## src/core/blie_pkg.sv

```systemverilog
package blie_pkg;

	// ----------------------------------------------------------------
	// instruction word layout (bit 15 is the first opcode bit)
	// ----------------------------------------------------------------
	localparam int             BLIE_OP_MSB     = 15;
	localparam int             BLIE_OP_LSB     = 13;
	localparam int             BLIE_SD_MSB     = 12;
	localparam int             BLIE_SD_LSB     = 8;
	localparam int             BLIE_LEN_MSB    = 7;
	localparam int             BLIE_LEN_LSB    = 5;
	localparam int             BLIE_J5_MSB     = 4;
	localparam int             BLIE_ADDR_MSB   = 12;

	// ----------------------------------------------------------------
	// opcode classes handled here
	// ----------------------------------------------------------------
	localparam logic [2:0]     BLIE_OP_XEC     = 3'h4;
	localparam logic [2:0]     BLIE_OP_NZT     = 3'h5;
	localparam logic [2:0]     BLIE_OP_LITERAL_TRANSMIT    = 3'h6;
	localparam logic [2:0]     BLIE_OP_JMP     = 3'h7;

	// ----------------------------------------------------------------
	// source / destination codes
	// ----------------------------------------------------------------
	localparam logic [4:0]     BLIE_SD_IOL     = 5'h07;
	localparam logic [4:0]     BLIE_SD_OVF     = 5'h08;
	localparam logic [4:0]     BLIE_SD_IOR     = 5'h0F;
	localparam int             BLIE_SD_IO_BIT  = 4;
	localparam int             BLIE_SD_BANK_BIT = 3;

	// ----------------------------------------------------------------
	// reset values
	// ----------------------------------------------------------------
	localparam logic [12:0]    BLIE_PC_RESET   = 13'h0000;
	localparam logic [7:0]     BLIE_BYTE_RESET = 8'h00;

	typedef enum logic [0:0] {
		BLIE_PH_INPUT  = 1'b0,
		BLIE_PH_OUTPUT = 1'b1
	} blie_phase_e;

endpackage : blie_pkg

```

## src/core/blie_exec.sv

```systemverilog
// Notes on behaviour
// - register execute-indirect: pc low 8 bits become literal plus register.
// - execute-indirect does not increment pc nor touch the overflow flag.
// - after the target instruction, flow resumes sequentially unless it branched.
// - i/o execute-indirect: pc low 5 bits become literal plus rotated masked data.
// - i/o sources keep length bits from lsb, higher bits forced zero.
// - register branch-if-nonzero: non-zero loads pc low 8 bits, else increment.
// - i/o branch-if-nonzero tests rotated masked data; loads low 5 pc bits.
// - source codes 07, 17 and 20-37 octal are not register form.
// - register immediate forms take an 8-bit literal 000-377 octal.
// - i/o immediate forms take a 5-bit literal 00-37 octal.
// - register literal transmit writes the 8-bit literal to the named register.
// - i/o literal transmit shifts literal, merges length bits into bus data.
// - i/o transmit length above five bits drives the extra bits as zero.
// - absolute jump loads the 13-bit address field into pc.
// - right-bank select is always the complement of left-bank select.
// - i/o operand is bus data right-rotated by source code, then masked.
// - any right-rotation completes within one instruction cycle.
module blie_exec
	import blie_pkg::*;
#(
	parameter int AW = 13
) (
	input  wire logic          core_clk_in,
	input  wire logic          rstn_in,
	input  wire logic [15:0]   instr_in,
	input  wire logic [7:0]    io_bus_data_in,
	input  wire logic          overflow_flag_in,
	output logic      [AW-1:0] pc_out,
	output logic               phase_out,
	output logic               select_command_strobe_out,
	output logic               write_command_strobe_out,
	output logic               left_bank_select_out,
	output logic               right_bank_select_out,
	output logic      [7:0]    io_bus_data_out,
	output logic               io_bus_oe_out,
	output logic               reg_wr_out,
	output logic      [4:0]    reg_wr_addr_out,
	output logic      [7:0]    reg_wr_data_out
);

	// ----------------------------------------------------------------
	// state
	// ----------------------------------------------------------------
	blie_phase_e     phase;
	logic [AW-1:0]   pc;
	logic [AW-1:0]   ret_pc;
	logic            xec_active;
	logic [15:0]     ir;
	logic [7:0]      regs [0:15];

	// ----------------------------------------------------------------
	// field decode of the instruction in the input phase
	// ----------------------------------------------------------------
	wire [2:0]  op      = instr_in[BLIE_OP_MSB:BLIE_OP_LSB];
	wire [4:0]  sd      = instr_in[BLIE_SD_MSB:BLIE_SD_LSB];
	wire [7:0]  j8      = instr_in[7:0];
	wire [4:0]  j5      = instr_in[BLIE_J5_MSB:0];
	wire [2:0]  len     = instr_in[BLIE_LEN_MSB:BLIE_LEN_LSB];
	wire        is_io   = sd[BLIE_SD_IO_BIT];
	wire        in_ph   = (phase == BLIE_PH_INPUT);
	wire        is_xec  = in_ph && (op == BLIE_OP_XEC);
	wire        is_nzt  = in_ph && (op == BLIE_OP_NZT);
	wire        is_literal_transmit = in_ph && (op == BLIE_OP_LITERAL_TRANSMIT);
	wire        is_jmp  = in_ph && (op == BLIE_OP_JMP);
	wire        addr_sd = (sd == BLIE_SD_IOL) || (sd == BLIE_SD_IOR);

	// register source: address registers read zero, code 10 is the flag
	wire [7:0]  src_reg = addr_sd ? BLIE_BYTE_RESET :
		(sd == BLIE_SD_OVF) ? {7'h00, overflow_flag_in} : regs[sd[3:0]];

	// i/o source operand and the length mask, one combinational pass
	logic [7:0] io_src;
	logic [7:0] len_mask;
	blie_rot_mask #(.W(8), .SW(3)) u_src (
		.data_in  (io_bus_data_in),
		.rot_in   (sd[2:0]),
		.len_in   (len),
		.data_out (io_src),
		.mask_out (len_mask)
	);

	// ----------------------------------------------------------------
	// next program address
	// ----------------------------------------------------------------
	wire [7:0]    xec_low8  = j8 + src_reg;
	wire [4:0]    xec_low5  = j5 + io_src[4:0];
	wire [AW-1:0] xec_tgt   = is_io ? {pc[AW-1:5], xec_low5} : {pc[AW-1:8], xec_low8};
	wire [AW-1:0] nzt_tgt   = is_io ? {pc[AW-1:5], j5} : {pc[AW-1:8], j8};
	wire          nonzero   = is_io ? (io_src != 8'h00) : (src_reg != 8'h00);
	wire [AW-1:0] pc_inc    = pc + {{(AW-1){1'b0}}, 1'b1};
	wire [AW-1:0] seq_pc    = xec_active ? ret_pc : pc_inc;
	wire [AW-1:0] next_pc   = is_xec ? xec_tgt :
		is_nzt ? (nonzero ? nzt_tgt : seq_pc) :
		is_jmp ? instr_in[BLIE_ADDR_MSB:0] : seq_pc;

	// ----------------------------------------------------------------
	// literal transmit data path
	// ----------------------------------------------------------------
	wire [7:0]  lit_m    = {3'h0, j5} & len_mask;
	wire [15:0] lit_dbl  = {lit_m, lit_m} << sd[2:0];
	wire [15:0] msk_dbl  = {len_mask, len_mask} << sd[2:0];
	wire [7:0]  ins_mask = msk_dbl[15:8];
	wire [7:0]  merged   = (io_bus_data_in & ~ins_mask) | (lit_dbl[15:8] & ins_mask);
	wire        reg_dest = !is_io && !addr_sd && (sd != BLIE_SD_OVF);
	wire        literal_transmit_reg = is_literal_transmit && reg_dest;

	// ----------------------------------------------------------------
	// bus strobes: input phase from instr_in, output phase from ir
	// ----------------------------------------------------------------
	wire [2:0]  ir_op    = ir[BLIE_OP_MSB:BLIE_OP_LSB];
	wire [4:0]  ir_sd    = ir[BLIE_SD_MSB:BLIE_SD_LSB];
	wire        ir_literal_transmit  = (ir_op == BLIE_OP_LITERAL_TRANSMIT);
	wire        ir_io    = ir_sd[BLIE_SD_IO_BIT];
	wire        ir_addr  = ir_literal_transmit && ((ir_sd == BLIE_SD_IOL) || (ir_sd == BLIE_SD_IOR));
	wire        bank_in  = is_io && (is_xec || is_nzt || is_literal_transmit) && sd[BLIE_SD_BANK_BIT];
	wire        bank_out = ir_literal_transmit && (ir_io ? ir_sd[BLIE_SD_BANK_BIT] : (ir_sd == BLIE_SD_IOR));
	wire        out_ph   = (phase == BLIE_PH_OUTPUT);

	assign select_command_strobe_out = out_ph && ir_addr;
	assign write_command_strobe_out  = out_ph && ir_literal_transmit && ir_io;
	assign left_bank_select_out      = out_ph ? bank_out : bank_in;
	assign right_bank_select_out     = !left_bank_select_out;
	assign pc_out    = pc;
	assign phase_out = phase;

	// ----------------------------------------------------------------
	// phase, program counter, return address
	// ----------------------------------------------------------------
	always_ff @(posedge core_clk_in or negedge rstn_in) begin
		if (!rstn_in) begin
			phase      <= BLIE_PH_INPUT;
			pc         <= BLIE_PC_RESET;
			ret_pc     <= BLIE_PC_RESET;
			xec_active <= 1'b0;
			ir         <= 16'h0000;
		end else if (in_ph) begin
			phase      <= BLIE_PH_OUTPUT;
			pc         <= next_pc;
			ret_pc     <= (is_xec && !xec_active) ? pc_inc : ret_pc;
			xec_active <= is_xec || (xec_active && is_xec);
			ir         <= instr_in;
		end else begin
			phase      <= BLIE_PH_INPUT;
		end
	end

	// ----------------------------------------------------------------
	// i/o bus output latch
	// ----------------------------------------------------------------
	always_ff @(posedge core_clk_in or negedge rstn_in) begin
		if (!rstn_in) begin
			io_bus_data_out <= BLIE_BYTE_RESET;
			io_bus_oe_out   <= 1'b0;
		end else if (in_ph) begin
			io_bus_data_out <= (is_literal_transmit && is_io) ? merged : j8;
			io_bus_oe_out   <= is_literal_transmit && (is_io || addr_sd);
		end else begin
			io_bus_oe_out   <= 1'b0;
		end
	end

	// ----------------------------------------------------------------
	// internal register write by literal transmit
	// ----------------------------------------------------------------
	always_ff @(posedge core_clk_in or negedge rstn_in) begin
		if (!rstn_in) begin
			reg_wr_out      <= 1'b0;
			reg_wr_addr_out <= 5'h00;
			reg_wr_data_out <= BLIE_BYTE_RESET;
		end else begin
			reg_wr_out      <= literal_transmit_reg;
			reg_wr_addr_out <= sd;
			reg_wr_data_out <= j8;
		end
	end

	// register array has no reset; software loads it before use
	always_ff @(posedge core_clk_in) begin
		if (literal_transmit_reg) begin
			regs[sd[3:0]] <= j8;
		end
	end
endmodule : blie_exec

```

## src/core/blie_rot_mask.sv

```systemverilog
// right-rotates a byte and keeps the low len bits (len 0 keeps all eight)
module blie_rot_mask
	import blie_pkg::*;
#(
	parameter int W  = 8,
	parameter int SW = 3
) (
	input  wire logic [W-1:0]  data_in,
	input  wire logic [SW-1:0] rot_in,
	input  wire logic [SW-1:0] len_in,
	output logic      [W-1:0]  data_out,
	output logic      [W-1:0]  mask_out
);

	// ----------------------------------------------------------------
	// rotate and mask
	// ----------------------------------------------------------------
	logic [2*W-1:0] dbl;
	logic [W-1:0]   rotated;
	logic [W:0]     ones;

	// doubling the word turns the rotate into a plain shift
	assign dbl      = {data_in, data_in} >> rot_in;
	assign rotated  = dbl[W-1:0];
	assign ones     = ({{W{1'b0}}, 1'b1} << len_in) - {{W{1'b0}}, 1'b1};
	assign mask_out = (len_in == '0) ? {W{1'b1}} : ones[W-1:0];
	assign data_out = rotated & mask_out;

endmodule : blie_rot_mask

```

## config.mk

```make
export PLATFORM = sky130hd
export DESIGN_NAME = blie_exec
export DESIGN_NICKNAME = d
export VERILOG_FILES = /design/src/core/blie_pkg.sv /design/src/core/blie_exec.sv /design/src/core/blie_rot_mask.sv
export SDC_FILE = /design/constraint.sdc
export NUM_CORES = 1
export LEC_CHECK = 0
export ABC_AREA = 0
export ABC_CLOCK_PERIOD_IN_PS = 3700
export BUFFER_PORTS_ARGS = -buffer_cell sky130_fd_sc_hd__clkbuf_2
export CAP_MARGIN = 15
export CORE_MARGIN = 2
export CORE_UTILIZATION = 50
export DETAILED_ROUTE_END_ITERATION = 10
export PLACE_DENSITY = 0.68
export SYNTH_ARGS = -nofsm -noshare
export SYNTH_HDL_FRONTEND = slang
export SYNTH_SLANG_ARGS = --single-unit
export TNS_END_PERCENT = 10
```

## constraint.sdc

```tcl
create_clock -name core_clk_in -period 3.7 [get_ports core_clk_in]
set_input_delay 0.37 -clock core_clk_in [delete_from_list [all_inputs] [get_ports core_clk_in]]
set_output_delay 0.37 -clock core_clk_in [all_outputs]
set_load 0.02 [all_outputs]
```

# [Word-level counts from Yosys, hierarchy flattened]
# Memory sizes are Yosys's and may differ from the RTL's.
# Cells that the tools add are included.
[word_totals] reg_bits=67 ramBits=128 in_bits=27 elab_cells=95 n_memories=1
[mem_list] name="regs" depth=16 word_bits=8 rd=1 rd_ports_with_merged_regs=0 write_ports=1 line_no="blie_exec.sv:50" text="logic [7:0] regs [0:15];"
[classes] n_reduce_logical=34 mux=18 eq_ne=14 add_sub_neg=4 shifts=4 bitwise_logic=8
[ops] op="2-to-1 mux 13 bit" n=5
[ops] op="2-to-1 mux 8 bit" n=6
[ops] op="<< shifter 16 x 3 -> 16 bit" n=2
[ops] op="AND 8 bit" n=3
[ops] op="logical AND 1 bit" n=18
[ops] op="nonzero test 8 bit" n=2
[ops] op="right shift 16 x 3 -> 8 bit" n=1
[ops] op="equality test 3 bit (second input constant)" n=5
[ops] op="equality test 5 x 4 -> 1 bit (second input constant)" n=3
[ops] op="adder 13 x 1 -> 13 bit (second input constant)" n=1
[ops] op="equality test 5 x 3 -> 1 bit (second input constant)" n=2
[ops] op="adder 8 bit" n=1
[ops] op="AND 5 x 8 -> 8 bit" n=1
[ops] op="NOT 8 bit" n=1
[ops] op="bitwise OR 8 bit" n=1
[ops] op="<< shifter 1 x 3 -> 8 bit (first input constant)" n=1
[ops] op="subtractor 8 x 1 -> 8 bit (second input constant)" n=1
[ops] op="2-to-1 mux 1 bit" n=7
[ops] op="logical OR 1 bit" n=6
[ops] op="AND reduction 3 bit" n=2
[ops] op="adder 5 bit" n=1
[ops] op="!= test 5 x 4 -> 1 bit (second input constant)" n=1
[ops] op="zero test 1 bit" n=4
[ops] op="!= test 2 bit (second input constant)" n=2
[ops] op="4 further kinds" n=5

# [Logic depth before layout (Yosys ltp)]
# Gate-level depths: netlist (run 1).
[depth] word_depth=9 ltp_mapped=17 mapped_depth_nobuf=15

# [By module]
# Synthesis (run 1) repeated with hierarchy kept, for this count alone.
[hier_totals] cells_unflattened=735 area_unflattened_um2=9288.9
[by_module_without_submodules] module="blie_exec" cells_per_inst=684 area_per_inst_um2=8909.8 n_inst=1
[by_module_without_submodules] module="blie_rot_mask" cells_per_inst=51 area_per_inst_um2=379.1 n_inst=1

# [Worst setup path before layout (run 1)]
# OpenSTA, ideal clock, no wires.
[synth_path] path_type="input to register" startpoint="in instr_in[9]" endpoint="reg pc[7] (netlist: pc_out[7])" cell_stages=15 arrival_ns=3.244 slack_ns=0.352 required_time_ns=3.596 setup_time_ns=0.104 path_cell_list="buf_2 buf_1 clkbuf_1 nand3_1 a21oi_1 a21oi_1 ha_1 a21o_1 a21oi_1 o21bai_1 a21oi_1 o21ai_0 xnor2_1 nor3_1 a221oi_1"
[synth_via] elab_chain_cells=8 elab_cells_between_ends=19 cone_classes="1 x add/sub; 4 x eq/ne; 1 x shift; 7 x mux; 1 x bitwise; 4 x reduce/logical; 1 x memory"
[synth_rtl] element="from (decl)" line_no="blie_exec.sv:26" text="input wire logic [15:0] instr_in,"
[synth_rtl] element="branches (longest 8 deep; another with memory read (16 x 8 bit))"
[synth_rtl] element="to (signal assigned)" line_no="blie_exec.sv:139" text="pc <= next_pc;"
[synth_rtl] element="to (decl)" line_no="blie_exec.sv:46" text="logic [AW-1:0] pc;"
# Parallel ways; which one is timed is not known. The select of a mux whose other input is x is not followed.
# A chain may end at the register's enable or synchronous reset.

# [Final worst setup path (run 1)]
[layout_path] startpoint="reg phase (netlist: phase_out)" endpoint="mem regs[13][1] (enable)"
[layout_via] elab_chain_cells=5
[layout_rtl] element="from (decl)" line_no="blie_exec.sv:45" text="blie_phase_e phase;"
[layout_rtl] element="from (signal assigned)" line_no="blie_exec.sv:132" text="phase <= BLIE_PH_INPUT;"
[layout_rtl] element="from (signal assigned)" line_no="blie_exec.sv:138" text="phase <= BLIE_PH_OUTPUT;"
[layout_rtl] element="from (signal assigned)" line_no="blie_exec.sv:144" text="phase <= BLIE_PH_INPUT;"
[layout_rtl] element="NOT 1 bit (no line)"
[layout_rtl] element="via in_ph" line_no="blie_exec.sv:61" text="wire in_ph = (phase == BLIE_PH_INPUT);"
[layout_rtl] element="logical AND 1 bit" line_no="blie_exec.sv:64" text="wire is_literal_transmit = in_ph && (op == BLIE_OP_LITERAL_TRANSMIT);"
[layout_rtl] element="logical AND 1 bit" line_no="blie_exec.sv:106" text="wire literal_transmit_reg = is_literal_transmit && reg_dest;"
[layout_rtl] element="via literal_transmit_reg" line_no="blie_exec.sv:106"
[layout_rtl] element="2-to-1 mux 1 bit" line_no="blie_exec.sv:180" text="if (literal_transmit_reg) begin"
[layout_rtl] element="2-to-1 mux 1 bit (not written as such)" line_no="blie_exec.sv:181" text="regs[sd[3:0]] <= j8;"
[layout_rtl] element="to (decl)" line_no="blie_exec.sv:50"
# The timed path passes the listed nets, and every way through them passes these cells.

==> results of run 1 <==
-- synth_stat cells, drive strengths merged, types with 2 or more instances --
cell | number | area share
or2 | 3 | 0.0021
fa | 2 | 0.0044
mux2i | 26 | 0.029
nand4 | 2 | 0.0014
nand2b | 7 | 0.0048
o211ai | 3 | 0.0025
nor4 | 4 | 0.0034
a221oi | 4 | 0.0045
a21oi | 46 | 0.025
mux4 | 31 | 0.077
a211oi | 14 | 0.012
and3 | 4 | 0.0028
ha | 12 | 0.017
nand3 | 11 | 0.0061
and2 | 5 | 0.0034
nor3b | 5 | 0.0041
a22oi | 14 | 0.012
nor3 | 13 | 0.0072
or3 | 4 | 0.0033
a21o | 4 | 0.0033
nor2b | 5 | 0.0034
mux2 | 27 | 0.033
buf | 13 | 0.0073
o21a | 3 | 0.0025
a311oi | 7 | 0.0087
nor2 | 47 | 0.019
a31oi | 5 | 0.0034
a211o | 2 | 0.0019
xor2 | 5 | 0.0048
o21bai | 3 | 0.0025
clkbuf | 28 | 0.012
nand2 | 66 | 0.027
edfxtp | 128 | 0.42
xnor2 | 18 | 0.017
a21boi | 2 | 0.0017
o22ai | 12 | 0.0083
o31ai | 4 | 0.0033
inv | 22 | 0.0091
dfrtp | 59 | 0.16
o21ai | 31 | 0.017
-- worst max-delay path by stage --
| stage | startpoint | end | depth (start not counted) |
|---|---|---|---|
| 3_3_place_gp | instr_in[8] | pc_out[7]$_DFFE_PN0P_ | 14 |
| 6_report | phase_out$_DFF_PN0_ | regs[13][1]$_DFFE_PP_ | 7 |
| 3_5_place_dp | instr_in[8] | pc_out[6]$_DFFE_PN0P_ | 16 |
| 4_1_cts | phase_out$_DFF_PN0_ | regs[13][5]$_DFFE_PP_ | 7 |
| 2_1_floorplan | instr_in[9] | pc_out[7]$_DFFE_PN0P_ | 15 |
| 5_1_grt | instr_in[8] | pc_out[7]$_DFFE_PN0P_ | 14 |
-- worst max-delay path, delay by kind of cell, from the launching register on --
kind	cells	cell delay (ns)
and+or+nand+nor	6	2.22
DFF	1	0.38
buffers and inverters	1	0.14
-- flip-flops by register name, summed over array words and instances, names as in the netlist --
signal,flops
regs,128
ret_pc,13
io_bus_data_out,8
phase_out,1
io_bus_oe_out,1
xec_active,1
reg_wr_out,1
ir,8
reg_wr_addr_out,5
reg_wr_data_out,8
pc_out,13
-- power by group through the flow --
stage	Clock, mW	Sequential (mW)	Combinational (mW)
global route	1.98	2.57	1.12
detailed placement	0	2.59	1.00
CTS	1.90	2.55	1.01
floorplan	0	2.65	0.605
global placement	0	2.58	0.981
finish	1.87	2.55	1.01
-- area by class of cell --
class                   instances  area (sq um)  share of cell area
clock buffers                  17           425              0.0404
clock inverters                15           183              0.0174
inverters                      23          86.3             0.00820
multi-input cells             482          3600               0.342
flip-flops and latches        187          5320               0.505
well taps                     229           287              0.0272
repair buffers                101           631              0.0599
-- logic make-up after synthesis --
| logic type | after synthesis |
|---|---|
| simple gates | 178 |
| fa+ha+maj | 14 |
| buf+inv | 64 |
| other cells | 1 |
| mux | 84 |
| xor+xnor | 23 |
| flops | 187 |
| compound gates | 159 |
-- cells in the final DEF (no fill, tap or decap), drive strengths merged, types with 11 or more instances in the layout --
cell / count
edfxtp: 128
clkbuf: 83
nand2: 66
dfrtp: 59
nor2: 47
a21oi: 46
buf: 34
mux4: 31
o21ai: 31
inv: 28
mux2: 27
mux2i: 26
conb: 24
xnor2: 18
a22oi: 14
a211oi: 14
nor3: 13
o22ai: 12
ha: 12
nand3: 11
-- repair_timing --
action | 4_1_cts | 5_1_grt
resized for setup | 0 | 0
hold endpoints to repair | 24 | 0
hold buffers | 1 | 0
endpoints found under the setup margin | 0 | 0
-- through the flow --
step	power [mW]	worst slack (ns)	cell area (sq um)	std cells
CTS	5.45	0.680	10500	1054
detailed placement	3.60	0.260	9910	1021
global placement	3.56	0.282	9910	1021
global route	5.66	0.345	10500	1054
finish	5.42	0.592	10500	1054
floorplan	3.25	0.352	9180	733
-- routing by layer --
| layer | global-route usage | wire, um | vias up |
|---|---|---|---|
| met2 | 0.379 | 10800 | 245 |
| met4 | 0.0707 | 432 | 0 |
| li1 | - | - | 2873 |
| met3 | 0.0369 | 1260 | 34 |
| met5 | 0 | 0 | - |
| met1 | 0.329 | 9520 | 3100 |
==> flow_summary.ini, run 1 <==
[floorplanning]
start_util = 0.508
die-area_sq_mm = 0.0193
pin_count = 68
die_h_um = 139
rows = 49
die_w_um = 139
core_area_sq_mm = 0.0179

[yosys]
ys_async_sr_fraction = 0.316
yosys.area_share.adder = 0.0209
synth_compound_area_frac = 0.113
synth_edf_count = 128
syn-cell-area_sq_mm = 0.00909
synth_xor_area_frac = 0.0222
yosysSeqAreaShare = 0.585
synthMuxAreaShare = 0.139
postSynthCellCount = 710
synth_top_family_by_area = multiplexers
synth-simple-area-share = 0.0907
synthFlopType = edfxtp_1
ys_types = 57
syn_avg_cell_area_sq_um = 12.8
ys_warn_count = 0
synth-seq-cells = 187

[power]
p_comb_frac = 0.185
peakVddDrop_mv = 0.365
power_frac_seq = 0.470
power_switching_mw = 1.56
swShare = 0.288
power_density_mw_per_mm2 = 515
intPower_mw = 3.86
power.leakage_nw = 4.11
p_clk_frac = 0.345

[detailed_routing]
vias_per_cell = 5.93
vias = 6252
first_iter_violations = 469
drcViolationCount = 0
final_antenna_net_count = 0
wl_per_cell_um = 20.8
routed_wl_um = 22000
drt-pass1-iter-count = 6

[setup_path]
critPathArrivalTime_ns = 3.16
rr_worst_depth = 7
r2r_start = phase_out$_DFF_PN0_
reg2reg_slack_ns = 0.59
end_kind = flip-flop
cp_cell_sequence = inv_1 -> nand2_1 -> nor2_1 -> nand2_1 -> nor3_1 -> nand2_1 -> nor2_1
critPathLaunchType = flip-flop
slowest_stage = nor2_1
r2r_end = regs[13][1]$_DFFE_PP_
path_common_cell = nand2_1
critPathRequiredTime_ns = 3.76
slowest_delay_ns = 0.72
worstSetupPathType = reg -> reg
path_max_fanout = 8

[sta]
holdWs_ns = 0.112
rsz0062_at_grt = false
worst_pin_slew_ns = 0.906
timing.fmax_mhz = 322
min_period_ns = 3.11
finalSetupViolCount = 0
hold_viol = 0
slew_headroom = 0.395
final_max_slew_viol_count = 0
fin_skew_ns = 0.00958
fin_crit_sh = 0.840
tns_ns = 0

[clocking]
cts_tree = done
cts_buffers = 17
path_clk_slew_ns = 0.07
htree_levels = 4
cts_buffer_depth = 2
ctsRootBufferMaster = clkbuf_16
cts.sinks = 187
clk_latency_ns = 0.43
cts_setup_buffers = 0

[layout]
fillers = 1421
drive_above_1_share = 0.242
num_antenna_cells = 0
fin_nets = 853
syn2layout_area_growth_pct = 15.8
post-route-util = 0.588

[global_routing]
grt_pass1_vias = 6205
grt_max_degree = 42
overflow = 0
antenna_found_initial = 0
grt_use_total = 0.233
grt_pass1_wl_um = 34600

[place]
detailed_place_hpwl_um = 15300
portBuffers = 67
gp_congestion = 0.862

[worst_hold_path]
min_to = reg_wr_addr_out[3]$_DFF_PN0_
hold_class = in -> reg
hold_path.startpoint = instr_in[11]
min_path_cells = 1

[run_status]
status = completed

[flow_run]
maxCapViolCount = 0
Power figures use the tool's default switching activity.
==> run 2, diff against run 1 <==
Settings changed: ABC_CLOCK_PERIOD_IN_PS 3700 to 2800, PLACE_DENSITY 0.68 to 0.71.
Clock period 3.7 ns to 2.8 ns, I/O delays scaled along.
==> run 2 against run 1 <==
The run now ends with setup timing left. Critical path type unchanged. Core utilization grew 4.1 points. Maximum frequency grew 7.3%. Global-route usage grew 1.9 points. Sequential power grew 32%. Critical endpoint is now pc_out[6]$_DFFE_PN0P_. Sequential share of layout area shrank 3.3 points. Final cell count grew 8.0%. Via count grew 6.4%. Flip-flop and latch count is the same. Wire length grew 7.6%. Register-to-register slack lost 0.69 ns. First-iteration DRC count grew 9.4%.
==> flow_summary.ini, run 2 (synthesized netlist as in run 1, its figures left out) <==
[clocking]
path_clk_slew_ns = 0.07
ctsRootBufferMaster = clkbuf_16
clk_latency_ns = 0.44
cts_tree = done
cts.sinks = 187
cts_buffer_depth = 2
htree_levels = 4
cts_buffers = 17

[sta]
timing.fmax_mhz = 345
tns_ns = -0.174
finalSetupViolCount = 3
fin_skew_ns = 0.00918
fin_crit_sh = 1.03
holdWs_ns = 0.102
timing.final.ws_setup_ns = -0.0976
hold_viol = 0
min_period_ns = 2.90
final_max_slew_viol_count = 0
slew_headroom = 0.458
rsz0062_at_grt = true
worst_pin_slew_ns = 0.812

[layout]
fin_nets = 937
fillers = 1387
final_common_cell = edfxtp_1
seq_area_sq_mm = 0.00532
layout_common_cells = edfxtp_1 (128), buf_4 (113), nand2_1 (66), clkbuf_2 (66), dfrtp_1 (59)
drive_above_1_share = 0.331
post-route-util = 0.629
largest_reg_flops = 128
multi_input_area_sq_mm = 0.00370
num_antenna_cells = 0
final_area_sq_mm = 0.0113
syn2layout_area_growth_pct = 23.9

[detailed_routing]
final_antenna_net_count = 0
vias = 6650
routed_wl_um = 23600
drt-pass1-iter-count = 5
first_iter_violations = 513
drcViolationCount = 0
wl_per_cell_um = 20.8
vias_per_cell = 5.84

[floorplanning]
die_w_um = 139
pin_count = 68
die_h_um = 139
rows = 49
core_area_sq_mm = 0.0179
die-area_sq_mm = 0.0193
start_util = 0.508

[setup_path]
r2r_end = pc_out[6]$_DFFE_PN0P_
path_common_cell = nor2_1
reg2reg_slack_ns = -0.1
r2r_start = regs[7][0]$_DFFE_PP_
worstSetupPathType = reg -> reg
slowest_delay_ns = 0.48
critPathArrivalTime_ns = 3.24
critPathRequiredTime_ns = 3.14
critPathLaunchType = flip-flop
path_max_fanout = 2
end_kind = flip-flop
cp_cell_sequence = mux4_2 -> o22ai_2 -> a31oi_2 -> nor2b_1 -> ha_2 -> fa_2 -> a21oi_2 -> nor2_1 -> nor2_1 -> o21bai_1 -> a21oi_1 -> xnor2_1 -> nor3_1 -> a221oi_2
rr_worst_depth = 14
slowest_stage = mux4_2

[power]
power.leakage_nw = 4.53
finalPower_mw = 7.32
peakVddDrop_mv = 0.452
power_density_mw_per_mm2 = 650

[global_routing]
grt_util_met1 = 0.340
grt_pass1_wl_um = 37600
grt_use_met2 = 0.417
grt_use_total = 0.252
grt_max_degree = 44
grt_pass1_vias = 6792
antenna_found_initial = 0
overflow = 0
met3_usage = 0.0407
gr-max-usage-layer = met2

[place]
portBuffers = 67
detailed_place_hpwl_um = 16900
placed_cell_area_sq_mm = 0.0106
gp_congestion = 0.873

[worst_hold_path]
hold_class = in -> reg
min_path_cells = 1
min_to = reg_wr_addr_out[3]$_DFF_PN0_
hold_path.startpoint = instr_in[11]

[flow_run]
maxCapViolCount = 0

[run_status]
status = complete, but fails checks
violations = setup timing
run 2: cell types whose count changed in the layout (fill, tap and decap cells not counted), moves of 4 or more:
cell     delta
buf_4      +83
a21oi_1     -6
a21oi_2     +6
a22oi_1     -6
a22oi_2     +6
mux2_2      -4
mux2_4      +4
run 2: how the worst max path moves through the flow:
stage,from,endpoint,slack (ns),cells after the start
4_1_cts,regs[7][0]$_DFFE_PP_,pc_out[6]$_DFFE_PN0P_,-0.09,14
5_1_grt,regs[7][0]$_DFFE_PP_,pc_out[6]$_DFFE_PN0P_,-0.24,14
2_1_floorplan,instr_in[8],pc_out[6]$_DFFE_PN0P_,-0.08,16
6_report,regs[7][0]$_DFFE_PP_,pc_out[6]$_DFFE_PN0P_,-0.1,14
3_3_place_gp,instr_in[8],pc_out[6]$_DFFE_PN0P_,-0.41,16
3_5_place_dp,instr_in[8],pc_out[6]$_DFFE_PN0P_,-0.49,16
run 2: metal layers:
layer	part of all wire	wire length, um
met5	0	0
met3	0.048	1130
met4	0.026	614
met1	0.43	10300
met2	0.49	11600
run 2: layout make-up:
cell class,instances,area share
flip-flops and latches,187,0.472
multi-input cells,482,0.328
repair buffers,185,0.112
clock buffers,17,0.0378
well taps,229,0.0254
clock inverters,15,0.0158
inverters,23,0.00767
run 2: worst max-delay path, delay by kind of cell (launching register included):
kind                     cells  cell delay (ns)
XOR/XNOR                     1             0.14
adder cells (fa/ha/maj)      2             0.54
flip-flops                   1             0.37
AO/OA/AOI/OAI                6             0.86
multiplexers                 1             0.48
AND/OR/NAND/NOR              4             0.41
run 2: power breakdown:
part,internal [mW],switching [mW]
Clock,1.28,1.17
Sequential,3.18,0.184
Combinational,0.677,0.821
Total,5.14,2.18
run 2: repair_timing:
| action | CTS | global route |
|---|---|---|
| setup buffers | 1 | 0 |
| setup endpoints to repair | 5 | 13 |
| resized for setup | 7 | 7 |
| pin swaps | 4 | 2 |
| hold buffers | 1 | 0 |
| endpoints found under the hold margin | 16 | 0 |
run 2: through the flow:
stage,instances,worst slack (ns)
final,1138,-0.0976
after detailed placement,1104,-0.492
after global routing,1138,-0.238
after CTS,1138,-0.0922
after global placement,1104,-0.413
after floorplan,733,-0.0803
==> run 3, diff against run 2 <==
Settings changed: ABC_CLOCK_PERIOD_IN_PS 2800 to 2620, CORE_MARGIN 2 to 3, PLACE_DENSITY 0.71 to default, PLACE_DENSITY_LB_ADDON from default to 0.08.
Clock period 2.8 ns to 2.62 ns, I/O delays scaled along.
==> run 3 against run 2 <==
The run ends with hold timing, setup timing left. Setup slack got worse by 0.13 ns. Non-clock buffer count increased by 13. Register-to-register slack got worse by 0.13 ns. Via count decreased by 2.0%. Worst hold slack got worse by 0.11 ns. Critical path type unchanged. Critical endpoint unchanged. Largest cell class unchanged. Largest power group unchanged. Highest routed layer unchanged.
==> flow_summary.ini, run 3 (synthesized netlist as in run 1, its figures left out) <==
[setup_path]
critPathArrivalTime_ns = 3.20
critPathRequiredTime_ns = 2.97
r2r_end = pc_out[6]$_DFFE_PN0P_
critPathLaunchType = flip-flop
worstSetupPathType = reg -> reg
critPathLaunch = regs[6][0]$_DFFE_PP_
end_kind = flip-flop
rr_worst_depth = 14
r2r_start = regs[6][0]$_DFFE_PP_
reg2reg_slack_ns = -0.23
path_max_fanout = 2

[detailed_routing]
vias = 6519
first_iter_violations = 464
drt-pass1-iter-count = 5
vias_per_cell = 5.68
wl_per_cell_um = 20.4
final_antenna_net_count = 0
routed_wl_um = 23400
drcViolationCount = 0

[sta]
rsz0062_at_grt = true
final_max_slew_viol_count = 0
slew_headroom = 0.462
timing.fmax_mhz = 351
holdWs_ns = -0.0120
fin_crit_sh = 1.09
timing.final.ws_setup_ns = -0.233
tns_ns = -2.20
finalSetupViolCount = 13
min_period_ns = 2.85
hold_viol = 8
fin_skew_ns = 0.0136
worst_pin_slew_ns = 0.806

[layout]
final_area_sq_mm = 0.0114
fillers = 1364
layout_common_cells = edfxtp_1 (128), buf_4 (123), nand2_1 (66), clkbuf_2 (66), dfrtp_1 (59)
largest_reg_flops = 128
fin_nets = 950
num_antenna_cells = 0
syn2layout_area_growth_pct = 25.3
drive_above_1_share = 0.337
final_common_cell = edfxtp_1

[clocking]
cts_buffer_depth = 2
ctsRootBufferMaster = clkbuf_16
cts_tree = done
htree_levels = 4
cts.sinks = 187
path_clk_slew_ns = 0.08
cts_buffers = 17
clk_latency_ns = 0.44

[floorplanning]
start_util = 0.518
core_area_sq_mm = 0.0175
pin_count = 68
die_w_um = 141
die_h_um = 141
rows = 48
die-area_sq_mm = 0.0198

[place]
gp_congestion = 0.882
detailed_place_hpwl_um = 17100
placed_cell_area_sq_mm = 0.0107
portBuffers = 67

[power]
power_frac_seq = 0.460
finalPower_mw = 7.82
peakVddDrop_mv = 0.484
intPower_mw = 5.44
power_density_mw_per_mm2 = 686
p_clk_frac = 0.333
swShare = 0.304
power.leakage_nw = 4.62
p_comb_frac = 0.208
power_switching_mw = 2.38

[global_routing]
grt_pass1_wl_um = 37400
grt_max_degree = 60
antenna_found_initial = 0
grt_pass1_vias = 6783
overflow = 0
grt_use_total = 0.245

[run_status]
violations = hold timing, setup timing
status = complete, but fails checks

[worst_hold_path]
hold_class = in -> async

[flow_run]
maxCapViolCount = 0
## run 3: how the worst max path moves through the flow
stage,to,slack [ns],cells past startpoint
6_report,pc_out[6]$_DFFE_PN0P_,-0.23,14
5_1_grt,pc_out[6]$_DFFE_PN0P_,-0.41,14
3_5_place_dp,pc_out[7]$_DFFE_PN0P_,-0.66,14
4_1_cts,pc_out[6]$_DFFE_PN0P_,-0.24,14
2_1_floorplan,pc_out[7]$_DFFE_PN0P_,-0.24,14
3_3_place_gp,pc_out[7]$_DFFE_PN0P_,-0.57,14
## run 3: layout make-up
| cell class | count | area, sq um | share of cell area |
|---|---|---|---|
| clock inverter | 15 | 188 | 0.0165 |
| clock buffer | 17 | 425 | 0.0374 |
| tap | 225 | 282 | 0.0247 |
| inverter | 23 | 86.3 | 0.00758 |
| timing repair buffer | 198 | 1410 | 0.123 |
| multi-input combinational | 482 | 3680 | 0.323 |
| sequential | 187 | 5320 | 0.467 |
## run 3: power groups by stage
| stage | Clock, mW | Combinational, mW | Sequential (mW) |
|---|---|---|---|
| 2_1_floorplan | 0 | 0.878 | 3.74 |
| 3_3_place_gp | 0 | 1.58 | 3.64 |
| 3_5_place_dp | 0 | 1.61 | 3.65 |
| 4_1_cts | 2.65 | 1.63 | 3.59 |
| 5_1_grt | 2.78 | 1.79 | 3.62 |
| 6_report | 2.60 | 1.62 | 3.59 |
## run 3: worst max-delay path, cell delays in order, from the launching register on
cell and delay [ns]:
edfxtp_1 0.37, mux4_2 0.48, o22ai_2 0.18, a31oi_1 0.09, nor2b_1 0.17, ha_2 0.19
fa_2 0.35, a21oi_2 0.12, nor2_1 0.06, nor2_1 0.13, o21bai_1 0.08, a21oi_1 0.17
xnor2_1 0.14, nor3_1 0.07, a221oi_2 0.17
## run 3: routing by layer
metal,vias up,part of all wire,global-route usage
met5,-,0,0
met4,0,0.019,0.0678
met3,32,0.036,0.0438
met2,143,0.49,0.411
met1,3281,0.45,0.333
li1,3063,-,-
## run 3: repair_timing
| item | 4_1_cts | 5_1_grt |
|---|---|---|
| hold endpoints to repair | 1 | 0 |
| endpoints found under the setup margin | 13 | 13 |
| buffers inserted | 0 | 0 |
| gates resized for setup | 6 | 1 |
| pin swaps | 3 | 0 |
| hold buffers | 1 | 0 |
## run 3: through the flow
| step | instances | setup slack, ns | util |
|---|---|---|---|
| 5_1_grt | 1147 | -0.410 | 0.649 |
| 6_report | 1147 | -0.233 | 0.649 |
| 3_5_place_dp | 1114 | -0.665 | 0.612 |
| 3_3_place_gp | 1114 | -0.569 | 0.612 |
| 2_1_floorplan | 733 | -0.235 | - |
| 4_1_cts | 1147 | -0.241 | 0.649 |
